<file path="src/pin_mux_cfg.svh">
`ifndef PIN_MUX_CFG_SVH
`define PIN_MUX_CFG_SVH

// port a bit positions
`define PA_CMP_POS    0
`define PA_CMP_NEG    1
`define PA_RST_BIT    3
`define PA_SEL_BIT    4
`define PA_MOSI_BIT   5
`define PA_MISO_BIT   6
`define PA_SCK_BIT    7

// port b bit positions
`define PB_RXD_BIT    0
`define PB_OSC_IN     2
`define PB_OSC_OUT    3
`define PB_T1_BIT     5

// divided clock output ratio
`define CLK_DIV_RATIO 2

`endif

</file>
<file path="src/pin_mux_pkg.sv">
package pin_mux_pkg;

  typedef enum logic [1:0] {
    OSC_OUT_PORT,
    OSC_OUT_CLKDIV,
    OSC_OUT_AMP,
    OSC_OUT_DEBUG
  } osc_out_sel_e;

  typedef enum logic [1:0] {
    T1_PORT,
    T1_COUNT_IN,
    T1_PWM_OUT
  } t1_mode_e;

endpackage

</file>
<file path="src/in_sync.sv">
`timescale 1ns/1ps
module in_sync #(
  parameter int W = 8
) (
  input  wire logic         i_mclk,
  input  wire logic         i_arst_n,
  input  wire logic [W-1:0] i_d,
  output logic      [W-1:0] o_q
);

  logic [W-1:0] meta_q;
  logic [W-1:0] sync_q;

  // first stage feeds only the second stage
  always_ff @(posedge i_mclk or negedge i_arst_n) begin
    if (!i_arst_n) begin
      meta_q <= '0;
      sync_q <= '0;
    end else begin
      meta_q <= i_d;
      sync_q <= meta_q;
    end
  end

  assign o_q = sync_q;

endmodule

</file>
<file path="src/pin_function_mux.sv">
`timescale 1ns/1ps
`include "pin_mux_cfg.svh"
// Behaviour
// - mosi pin drives out in spi master role and is an input in slave role.
// - sck pin is driven by us as master and by the external master as slave.
// - miso pin is an input as master and driven by us as slave.
// - with the rc oscillator, osc_out_pin is a port pin or clock divided by 2.
// - osc_out_pin carries the amplifier output when a crystal is in use and debug is off.
// - osc_in_pin feeds the amplifier unless the rc oscillator is selected.
// - debug with rc clock places debug_data_line on osc_in_pin.
// - debug with external clock places debug_data_line on osc_out_pin.
// - port_a_bit3 is active-low reset when the reset fuse is set and debug clock input when debug is on (both at once if both are set), else port.
// - port_b_bit5 is timer1 count input, timer1 pwm output, or port pin.
// - on the serial variant port_b_bit0 feeds the serial receiver.
// - port_a bits 0 and 1 feed the comparator positive and negative inputs.
// - every port_a pin also feeds its own pin_interrupt_in.
module pin_function_mux
  import pin_mux_pkg::*;
#(
  parameter int  PA_W       = 8,
  parameter int  PB_W       = 6,
  parameter bit  HAS_SERIAL = 1'b1
) (
  input  wire logic            i_mclk,
  input  wire logic            i_arst_n,
  // configuration
  input  wire logic            i_spi_en,
  input  wire logic            i_spi_master,
  input  wire logic            i_rc_osc_sel,
  input  wire logic            i_divided_clock_output_en,
  input  wire logic            i_debug_en,
  input  wire logic            i_reset_fuse,
  input  wire logic            i_cmp_en,
  input  wire logic            i_serial_en,
  input  wire t1_mode_e        i_t1_mode,
  // general port logic
  input  wire logic [PA_W-1:0] i_pa_out,
  input  wire logic [PA_W-1:0] i_pa_oe_n,
  input  wire logic [PB_W-1:0] i_pb_out,
  input  wire logic [PB_W-1:0] i_pb_oe_n,
  output logic      [PA_W-1:0] o_pa_in,
  output logic      [PB_W-1:0] o_pb_in,
  // peripherals
  input  wire logic            i_spi_mosi,
  input  wire logic            i_spi_sck,
  input  wire logic            i_spi_miso,
  output logic                 o_spi_mosi,
  output logic                 o_spi_sck,
  output logic                 o_spi_miso,
  output logic                 o_spi_sel_n,
  input  wire logic            i_osc_amp_out,
  output logic                 o_osc_amp_in,
  input  wire logic            i_debug_data,
  input  wire logic            i_debug_data_oe_n,
  output logic                 o_debug_data,
  output logic                 o_debug_clk,
  output logic                 o_ext_reset_n,
  input  wire logic            i_t1_pwm,
  output logic                 o_t1_count,
  output logic                 o_serial_rx,
  output logic                 o_cmp_pos,
  output logic                 o_cmp_neg,
  output logic      [PA_W-1:0] o_pin_interrupt_in,
  // pads
  input  wire logic [PA_W-1:0] i_pa_pad,
  output logic      [PA_W-1:0] o_pa_pad,
  output logic      [PA_W-1:0] o_pa_pad_oe_n,
  input  wire logic [PB_W-1:0] i_pb_pad,
  output logic      [PB_W-1:0] o_pb_pad,
  output logic      [PB_W-1:0] o_pb_pad_oe_n
);

  // ***********************************************************
  // pad input synchronisers
  // ***********************************************************
  logic [PA_W-1:0] pa_s;
  logic [PB_W-1:0] pb_s;

  in_sync #(.W(PA_W)) u_pa_sync (
    .i_mclk   (i_mclk),
    .i_arst_n (i_arst_n),
    .i_d      (i_pa_pad),
    .o_q      (pa_s)
  );

  in_sync #(.W(PB_W)) u_pb_sync (
    .i_mclk   (i_mclk),
    .i_arst_n (i_arst_n),
    .i_d      (i_pb_pad),
    .o_q      (pb_s)
  );

  // ***********************************************************
  // divided clock output
  // ***********************************************************
  logic div_q;
  logic div_d;

  // divide by 2 toggles every rising edge of i_mclk; held low when not in use
  assign div_d = (i_rc_osc_sel && i_divided_clock_output_en) ? ~div_q : 1'b0;

  always_ff @(posedge i_mclk or negedge i_arst_n) begin
    if (!i_arst_n) begin
      div_q <= 1'b0;
    end else begin
      div_q <= div_d;
    end
  end

  // ***********************************************************
  // selection
  // ***********************************************************
  wire          spi_mst  = i_spi_en && i_spi_master;
  wire          spi_slv  = i_spi_en && !i_spi_master;
  wire          dbg_in   = i_debug_en && i_rc_osc_sel;
  wire          dbg_out  = i_debug_en && !i_rc_osc_sel;
  wire          t1_pwm   = (i_t1_mode == T1_PWM_OUT);
  wire          t1_cnt   = (i_t1_mode == T1_COUNT_IN);
  wire          serial_on = HAS_SERIAL && i_serial_en;
  osc_out_sel_e osc_sel;

  // debug beats the crystal amplifier; crystal amplifier beats the divided clock output
  assign osc_sel = dbg_out                    ? OSC_OUT_DEBUG  :
                   !i_rc_osc_sel              ? OSC_OUT_AMP    :
                   i_divided_clock_output_en                ? OSC_OUT_CLKDIV :
                                                OSC_OUT_PORT;

  // ***********************************************************
  // port a drive
  // ***********************************************************
  logic [PA_W-1:0] pa_alt_oe;
  logic [PA_W-1:0] pa_alt_out;
  logic [PA_W-1:0] pa_alt_own;

  genvar ga;
  generate
    for (ga = 0; ga < PA_W; ga++) begin : g_pa
      if (ga == `PA_MOSI_BIT) begin : g_mosi
        assign pa_alt_own[ga] = i_spi_en;
        assign pa_alt_oe[ga]  = spi_mst;
        assign pa_alt_out[ga] = i_spi_mosi;
      end else if (ga == `PA_MISO_BIT) begin : g_miso
        assign pa_alt_own[ga] = i_spi_en;
        assign pa_alt_oe[ga]  = spi_slv;
        assign pa_alt_out[ga] = i_spi_miso;
      end else if (ga == `PA_SCK_BIT) begin : g_sck
        assign pa_alt_own[ga] = i_spi_en;
        assign pa_alt_oe[ga]  = spi_mst;
        assign pa_alt_out[ga] = i_spi_sck;
      end else if (ga == `PA_RST_BIT) begin : g_rst
        // reset or debug clock pins are inputs only
        assign pa_alt_own[ga] = i_reset_fuse || i_debug_en;
        assign pa_alt_oe[ga]  = 1'b0;
        assign pa_alt_out[ga] = 1'b0;
      end else if (ga == `PA_SEL_BIT) begin : g_sel
        assign pa_alt_own[ga] = spi_slv;
        assign pa_alt_oe[ga]  = 1'b0;
        assign pa_alt_out[ga] = 1'b0;
      end else if (ga == `PA_CMP_POS || ga == `PA_CMP_NEG) begin : g_cmp
        // analog inputs must not be loaded by the port driver
        assign pa_alt_own[ga] = i_cmp_en;
        assign pa_alt_oe[ga]  = 1'b0;
        assign pa_alt_out[ga] = 1'b0;
      end else begin : g_plain
        assign pa_alt_own[ga] = 1'b0;
        assign pa_alt_oe[ga]  = 1'b0;
        assign pa_alt_out[ga] = 1'b0;
      end
      assign o_pa_pad[ga]      = pa_alt_own[ga] ? pa_alt_out[ga]
                                                : i_pa_out[ga];
      assign o_pa_pad_oe_n[ga] = pa_alt_own[ga] ? ~pa_alt_oe[ga]
                                                : i_pa_oe_n[ga];
    end
  endgenerate

  // ***********************************************************
  // port b drive
  // ***********************************************************
  logic [PB_W-1:0] pb_alt_own;
  logic [PB_W-1:0] pb_alt_oe;
  logic [PB_W-1:0] pb_alt_out;

  genvar gb;
  generate
    for (gb = 0; gb < PB_W; gb++) begin : g_pb
      if (gb == `PB_OSC_IN) begin : g_oin
        assign pb_alt_own[gb] = !i_rc_osc_sel || dbg_in;
        assign pb_alt_oe[gb]  = dbg_in && !i_debug_data_oe_n;
        assign pb_alt_out[gb] = i_debug_data;
      end else if (gb == `PB_OSC_OUT) begin : g_oout
        assign pb_alt_own[gb] = (osc_sel != OSC_OUT_PORT);
        assign pb_alt_oe[gb]  = (osc_sel == OSC_OUT_DEBUG)
                                ? !i_debug_data_oe_n : 1'b1;
        assign pb_alt_out[gb] = (osc_sel == OSC_OUT_DEBUG) ? i_debug_data :
                                (osc_sel == OSC_OUT_AMP)   ? i_osc_amp_out :
                                div_q;
      end else if (gb == `PB_T1_BIT) begin : g_t1
        // count mode claims the pin as input so port drive cannot mask it
        assign pb_alt_own[gb] = t1_pwm || t1_cnt;
        assign pb_alt_oe[gb]  = t1_pwm;
        assign pb_alt_out[gb] = i_t1_pwm;
      end else if (gb == `PB_RXD_BIT) begin : g_rxd
        assign pb_alt_own[gb] = serial_on;
        assign pb_alt_oe[gb]  = 1'b0;
        assign pb_alt_out[gb] = 1'b0;
      end else begin : g_plain
        assign pb_alt_own[gb] = 1'b0;
        assign pb_alt_oe[gb]  = 1'b0;
        assign pb_alt_out[gb] = 1'b0;
      end
      assign o_pb_pad[gb]      = pb_alt_own[gb] ? pb_alt_out[gb]
                                                : i_pb_out[gb];
      assign o_pb_pad_oe_n[gb] = pb_alt_own[gb] ? ~pb_alt_oe[gb]
                                                : i_pb_oe_n[gb];
    end
  endgenerate

  // ***********************************************************
  // inputs towards the peripherals
  // ***********************************************************
  // pin value always visible to the port register, even when borrowed
  assign o_pa_in = pa_s;
  assign o_pb_in = pb_s;

  assign o_spi_mosi  = spi_slv ? pa_s[`PA_MOSI_BIT] : 1'b0;
  assign o_spi_sck   = spi_slv ? pa_s[`PA_SCK_BIT]  : 1'b0;
  assign o_spi_miso  = spi_mst ? pa_s[`PA_MISO_BIT] : 1'b0;
  // deselected unless slave role, so a floating pin never selects
  assign o_spi_sel_n = spi_slv ? pa_s[`PA_SEL_BIT]  : 1'b1;

  // amplifier input is raw: a clock path must not see sync delay
  assign o_osc_amp_in = !i_rc_osc_sel ? i_pb_pad[`PB_OSC_IN] : 1'b0;

  assign o_debug_data = dbg_in  ? pb_s[`PB_OSC_IN]  :
                        dbg_out ? pb_s[`PB_OSC_OUT] : 1'b1;
  // debug clock is only sampled; it is slow next to i_mclk
  assign o_debug_clk  = i_debug_en ? pa_s[`PA_RST_BIT] : 1'b0;

  assign o_ext_reset_n = i_reset_fuse ? pa_s[`PA_RST_BIT] : 1'b1;

  assign o_t1_count  = (i_t1_mode == T1_COUNT_IN)
                       ? pb_s[`PB_T1_BIT] : 1'b0;
  assign o_serial_rx = serial_on ? pb_s[`PB_RXD_BIT] : 1'b1;

  assign o_cmp_pos = i_cmp_en ? pa_s[`PA_CMP_POS] : 1'b0;
  assign o_cmp_neg = i_cmp_en ? pa_s[`PA_CMP_NEG] : 1'b0;

  assign o_pin_interrupt_in = pa_s;

endmodule

</file>
<file path="config.mk">
export PLATFORM = sky130hd
export DESIGN_NAME = pin_function_mux
export DESIGN_NICKNAME = d
export VERILOG_FILES = /design/src/pin_mux_pkg.sv /design/src/in_sync.sv /design/src/pin_function_mux.sv
export VERILOG_INCLUDE_DIRS = /design/src
export SDC_FILE = /design/constraint.sdc
export NUM_CORES = 1
export LEC_CHECK = 0
export ABC_CLOCK_PERIOD_IN_PS = 2950
export BUFFER_PORTS_ARGS = -buffer_cell sky130_fd_sc_hd__buf_4
export CORE_ASPECT_RATIO = 1.1
export CORE_MARGIN = 10
export CORE_UTILIZATION = 38
export DETAILED_ROUTE_END_ITERATION = 7
export HOLD_SLACK_MARGIN = 0.08
export PLACE_DENSITY_LB_ADDON = 0.15
export SETUP_SLACK_MARGIN = 0.3
export SLEW_MARGIN = 20
export SYNTH_ARGS = -nofsm -noshare
export SYNTH_HDL_FRONTEND = slang
export SYNTH_SLANG_ARGS = --single-unit
</file>
<file path="constraint.sdc">
create_clock -name i_mclk -period 2.95 [get_ports i_mclk]
set_clock_uncertainty 0.1 [all_clocks]
set_input_delay 0.7375 -clock i_mclk [delete_from_list [all_inputs] [get_ports i_mclk]]
set_output_delay 0.7375 -clock i_mclk [all_outputs]
set_load 0.02 [all_outputs]
</file>
### After elaboration in Yosys (flattened, before gate mapping)

Cells that the tools add are included.

| word-level totals | value |
|---|---|
| register bits after elaboration | 29 |
| input port bits | 61 |
| output and inout port bits | 62 |
| word-level logic and storage cells | 70 |

| operators by class | value |
|---|---|
| equal/unequal tests | 4 |
| muxes and demuxes | 42 |
| bitwise logic cells | 6 |
| reductions and logical operators | 13 |

Operators with widths:

| operator | number |
|---|---|
| 1-bit two-way mux | 40 |
| 2-bit equality test (second input constant) | 3 |
| 1-bit logical AND | 6 |
| 1-bit NOT | 6 |
| 2-bit two-way mux | 2 |
| 1-bit logical NOT | 3 |
| 1-bit logical OR | 3 |
| 2-bit by 1-bit equality test with 1-bit output (second input constant) | 1 |
| 2-bit nonzero test | 1 |

### Longest topological paths before layout

| logic depth | value |
|---|---|
| depth in word-level cells | 7 |
| depth in mapped cells | 3 |
| gate-level depth less buffers | 3 |

### By module

From an unflattened synthesis, not the netlist that was laid out.

| unflattened totals | value |
|---|---|
| cells, all modules | 99 |
| area, all modules | 1239.9 um^2 |

Modules (own cells, without submodules):

| module | instances | cells each | area an instance (um^2) | seq. area each (um^2) |
|---|---|---|---|---|
| pin_function_mux | 1 | 71 | 539.3 | 25.0 |
| in_sync (u_pa_sync) | 1 | 16 | 400.4 | 400.4 |
| in_sync (u_pb_sync) | 1 | 12 | 300.3 | 300.3 |

### Worst setup path after synthesis

No wires, ideal clock.

| timing | value |
|---|---|
| path kind | input to output |
| from | input i_t1_mode[0] |
| to | output o_pb_pad_oe_n[5] |
| arrival time | 1.485 ns |
| required time | 2.112 ns |
| path slack | 0.627 ns |
| cell stages on the path | 3 |
| buffers on the path | 0 |
| cell sequence | inv_1 ha_1 mux2i_1 |

| between the ends | value |
|---|---|
| cells in the longest elaborated chain, start to end | 3 |
| elaborated cells on any way between the ends | 5 |
| classes of those cells | eq/ne: 2; mux: 1; bitwise: 1; reduce/logical: 1 |

RTL lines:

| item | RTL line | source |
|---|---|---|
| from (decl) | pin_function_mux.sv:35 | `input wire t1_mode_e i_t1_mode,` |
| 2-bit equality test / 2-bit by 1-bit equality test with 1-bit output (equally long branches) | pin_function_mux.sv:117, pin_function_mux.sv:118 |  |
| 1-bit logical OR / 1-bit NOT (equally long branches) | pin_function_mux.sv:199, pin_function_mux.sv:213 |  |
| 1-bit two-way mux * | pin_function_mux.sv:213 | `assign o_pb_pad_oe_n[gb] = pb_alt_own[gb] ? ~pb_alt_oe[gb]` |
| to (decl) | pin_function_mux.sv:70 | `output logic [PB_W-1:0] o_pb_pad_oe_n` |

Mark *: on every way between the ends. The rest lies on a longest branch, timed or not.

### Worst setup path after layout

| timing | value |
|---|---|
| from | input i_t1_mode[0] |
| to | output o_pb_pad[5] |

| between the ends | value |
|---|---|
| cells in the longest elaborated chain, start to end | 3 |
| elaborated cells on any way between the ends | 4 |
| classes of those cells | eq/ne: 2; mux: 1; reduce/logical: 1 |

RTL lines:

| item | RTL line | source |
|---|---|---|
| 2-bit equality test / 2-bit by 1-bit equality test with 1-bit output (equally long branches) | pin_function_mux.sv:117, pin_function_mux.sv:118 |  |
| 1-bit logical OR * | pin_function_mux.sv:199 | `assign pb_alt_own[gb] = t1_pwm \|\| t1_cnt;` |
| 1-bit two-way mux * | pin_function_mux.sv:211 | `assign o_pb_pad[gb] = pb_alt_own[gb] ? pb_alt_out[gb]` |
| to (decl) | pin_function_mux.sv:69 | `output logic [PB_W-1:0] o_pb_pad,` |

Marked as above.

==> summary.md <==
| Metric | Value |
|---|---|
| Status | `finished, final reports clean` |
| DRC violations left | `0` |
| Htree depth | `2` |
| Reg area | `726 um2` |
| First-pass GRT wire length | `5.62 mm` |
| Lkg Pwr | `1.11 nW` |
| Crit Path Class | `in -> out` |
| DR pass1 iterations | `4` |
| Adder-Cell Fraction of Synth Area | `2.02%` |
| Largest stage delay on the critical path | `0.34 ns` |
| Fillers | `254` |
| Post-CTS sizing | `0` |
| GRT Residual Overflow | `0` |
| Final #Nets | `262` |
| Worst R2R Path Depth | `1` |
| Mean Syn Cell Area | `12.5 um2` |
| Starting DRC count in detailed routing | `12` |
| Clk root buf | `clkbuf_4` |
| # diodes | `0` |
| CP Cell Sequence | `buf_4, inv_1, ha_1, mux2_2, buf_4` |
| Largest family of logic cells by synthesized area | `simple AND/OR/NAND/NOR gates` |
| Endpoints failing setup | `0` |
| Critical Path End | `o_pb_pad[5]` |
| Pins over their slew limit | `0` |
| Setup bufs post-CTS | `0` |
| Worst vdd rail ir drop | `0.316 mV` |
| Final Critical Period | `2.50 ns` |
| Wire per inst | `17.3 um` |
| Starting density of the core | `40.0%` |
| Sequential share of the synthesized area | `58.5%` |
| Post-synthesis mux area share | `9.79%` |
| Core ar. | `3100 um2` |
| Total Power | `0.924 mW` |
| Cts bufs inserted | `5` |
| Synthesized cell area | `1240 um2` |
| FF-to-FF Start | `div_q$_DFF_PN0_` |
| Die area | `5950 um2` |
| Routed WL | `4.04 mm` |
| Placed instance area | `1970 um2` |
| Synth Register Bits | `29` |
| GRT Total Usage | `12.3%` |
| Antenna viol nets, final | `0` |
| CTS Hold Buffers Added | `0` |
| Synth warn | `0` |
| Ports | `123` |
| Least-Margin Pin Slew | `0.347 ns` |
| Worst Setup SP | `i_t1_mode[0]` |
| Mapped Cells | `99` |
| Hold Crit Class | `in -> async` |
| Crit path max fanout | `2` |
| Synth Area in Simple Gates | `15.4%` |
| Compound-Gate Fraction of Synth Area | `1.21%` |
| Slew Limit Headroom | `76.9%` |
| Area growth from synthesis to layout | `64.8%` |
| Synth top area cells | `dfrtp_1 (59%), buf_4 (9.1%), mux2_2 (4.5%)` |
| Largest net degree at the start of global routing | `30` |
| Max cap viols | `0` |
| I/O Buffers | `110` |
| CTS tree | `yes` |
| Multi-input gate area | `353 um2` |
| Area leader, netlist | `dfrtp_1` |
| Setup crit end kind | `output port` |
| Setup_tns | `0 ns` |
| Pwr dens | `452 nW/um2` |
| Reg2reg end | `div_q$_DFF_PN0_` |
| Layout cells sized above 1 | `65.5%` |
| Yosys top cell area share | `58.5%` |
| WP data required | `2.11 ns` |
| Max Clk Rate | `399 MHz` |
| R2R setup slack | `2.31 ns` |
| Vias per cell | `4.57` |
| Most common cell after layout, fill and taps aside | `buf_4` |
| RSZ-0062 raised after global routing | `false` |
| Synthesized Nets | `162` |
| CTS Sinks | `29` |
| Unique masters post-synth | `23` |
| Die Width | `74.5 um` |
| CP Launch Type | `primary input` |
| Initial antenna violation count | `0` |
| Clk buf depth | `2` |
| # rows | `21` |
| Clock transition at path regs | `0.09 ns` |
| Endpoints failing hold | `0` |
| Clock Latency Late Sink | `0.31 ns` |
| Slowest cell on crit path | `mux2_2` |
| Chip Height | `79.9 um` |
| Gpl congestion | `0.705` |
| Vias in the first global route | `1151` |
| Most frequent cells in the layout | `buf_4 (110), dfrtp_1 (29), inv_1 (7)` |
| DP HPWL | `3.55 mm` |
| Xor/xnor share of the synthesized area | `0%` |
| Final instance area | `2040 um2` |
| Vias | `1069` |
| Tcrit/Tclk final | `84.9%` |
| Worst Path Arrival | `1.67 ns` |
| CP dominant cell by count | `buf_4` |
| Hold WS | `0.225 ns` |
-- worst max-delay path: cells and delay by family --
family / cells / cell delay (ns)
muxes: 1 / 0.34
adders and majority gates: 1 / 0.31
buffers and inverters: 3 / 0.28
-- stage by stage --
stage          setup slack, ns  utilization [%]  instances
3_3_place_gp             0.474             63.6        226
6_report                 0.447             65.9        234
2_1_floorplan            0.627                -         99
4_1_cts                  0.443             65.9        234
5_1_grt                  0.409             65.9        234
3_5_place_dp             0.447             63.6        226
-- cell usage after synthesis --
library cell	instances
nor3b_1	1
or2_2	4
mux2i_1	5
nor2b_4	1
nand2b_1	4
nand3_1	1
nor2b_1	3
or3_1	1
buf_6	2
nand2_1	3
and2b_2	1
and2_1	5
nand2b_4	1
inv_1	7
and3_1	1
mux2_4	1
mux2_2	5
buf_4	15
o21ai_0	3
dfrtp_1	29
nand3b_1	1
ha_1	2
nor2_1	3
-- cells by family after synthesis --
family / Yosys count
compound gates: 3
fa+ha+maj: 2
buf+inv: 24
flops: 29
mux: 11
simple gates: 30
-- registers in the layout, summed over array words and instances (netlist names) --
register          count
u_pb_sync.meta_q      6
u_pa_sync.o_q         8
u_pb_sync.o_q         6
div_q                 1
u_pa_sync.meta_q      8
-- where the power goes --
| part | total [mW] | internal, mW | leakage [nW] | switching [mW] |
|---|---|---|---|---|
| sequential | 0.426 | 0.417 | 0.339 | 0.00896 |
| combinational | 0.236 | 0.122 | 0.728 | 0.114 |
| clock | 0.262 | 0.138 | 0.0413 | 0.124 |
| total | 0.924 | 0.677 | 1.11 | 0.247 |
-- how the worst min path moves through the flow --
| stage | endpoint | slack, ns | depth (start not counted) |
|---|---|---|---|
| 2_1_floorplan | u_pa_sync.o_q[0]$_DFF_PN0_ | 0.23 | 0 |
| 3_3_place_gp | u_pb_sync.o_q[2]$_DFF_PN0_ | 0.23 | 0 |
| 3_5_place_dp | u_pb_sync.o_q[0]$_DFF_PN0_ | 0.24 | 0 |
| 4_1_cts | u_pa_sync.o_q[2]$_DFF_PN0_ | 0.22 | 1 |
| 5_1_grt | u_pb_sync.meta_q[2]$_DFF_PN0_ | 0.23 | 1 |
| 6_report | u_pb_sync.meta_q[2]$_DFF_PN0_ | 0.22 | 1 |
-- layer usage --
layer / GRT usage (%) / wire length, um / vias up
li1: - / - / 496
met1: 9.79 / 1230 / 492
met2: 23.3 / 2100 / 76
met3: 8.96 / 703 / 5
met4: 2.27 / 17 / 0
met5: 0 / 0 / -
-- cell type report --
class	count	area share (%)
timing repair buffer	110	40.4
sequential	29	35.5
multi-input combinational	46	17.3
clock buffer	7	3.18
tap	34	2.08
inverter	7	1.29
clock inverter	1	0.245
(Power assumes the default switching activity.)
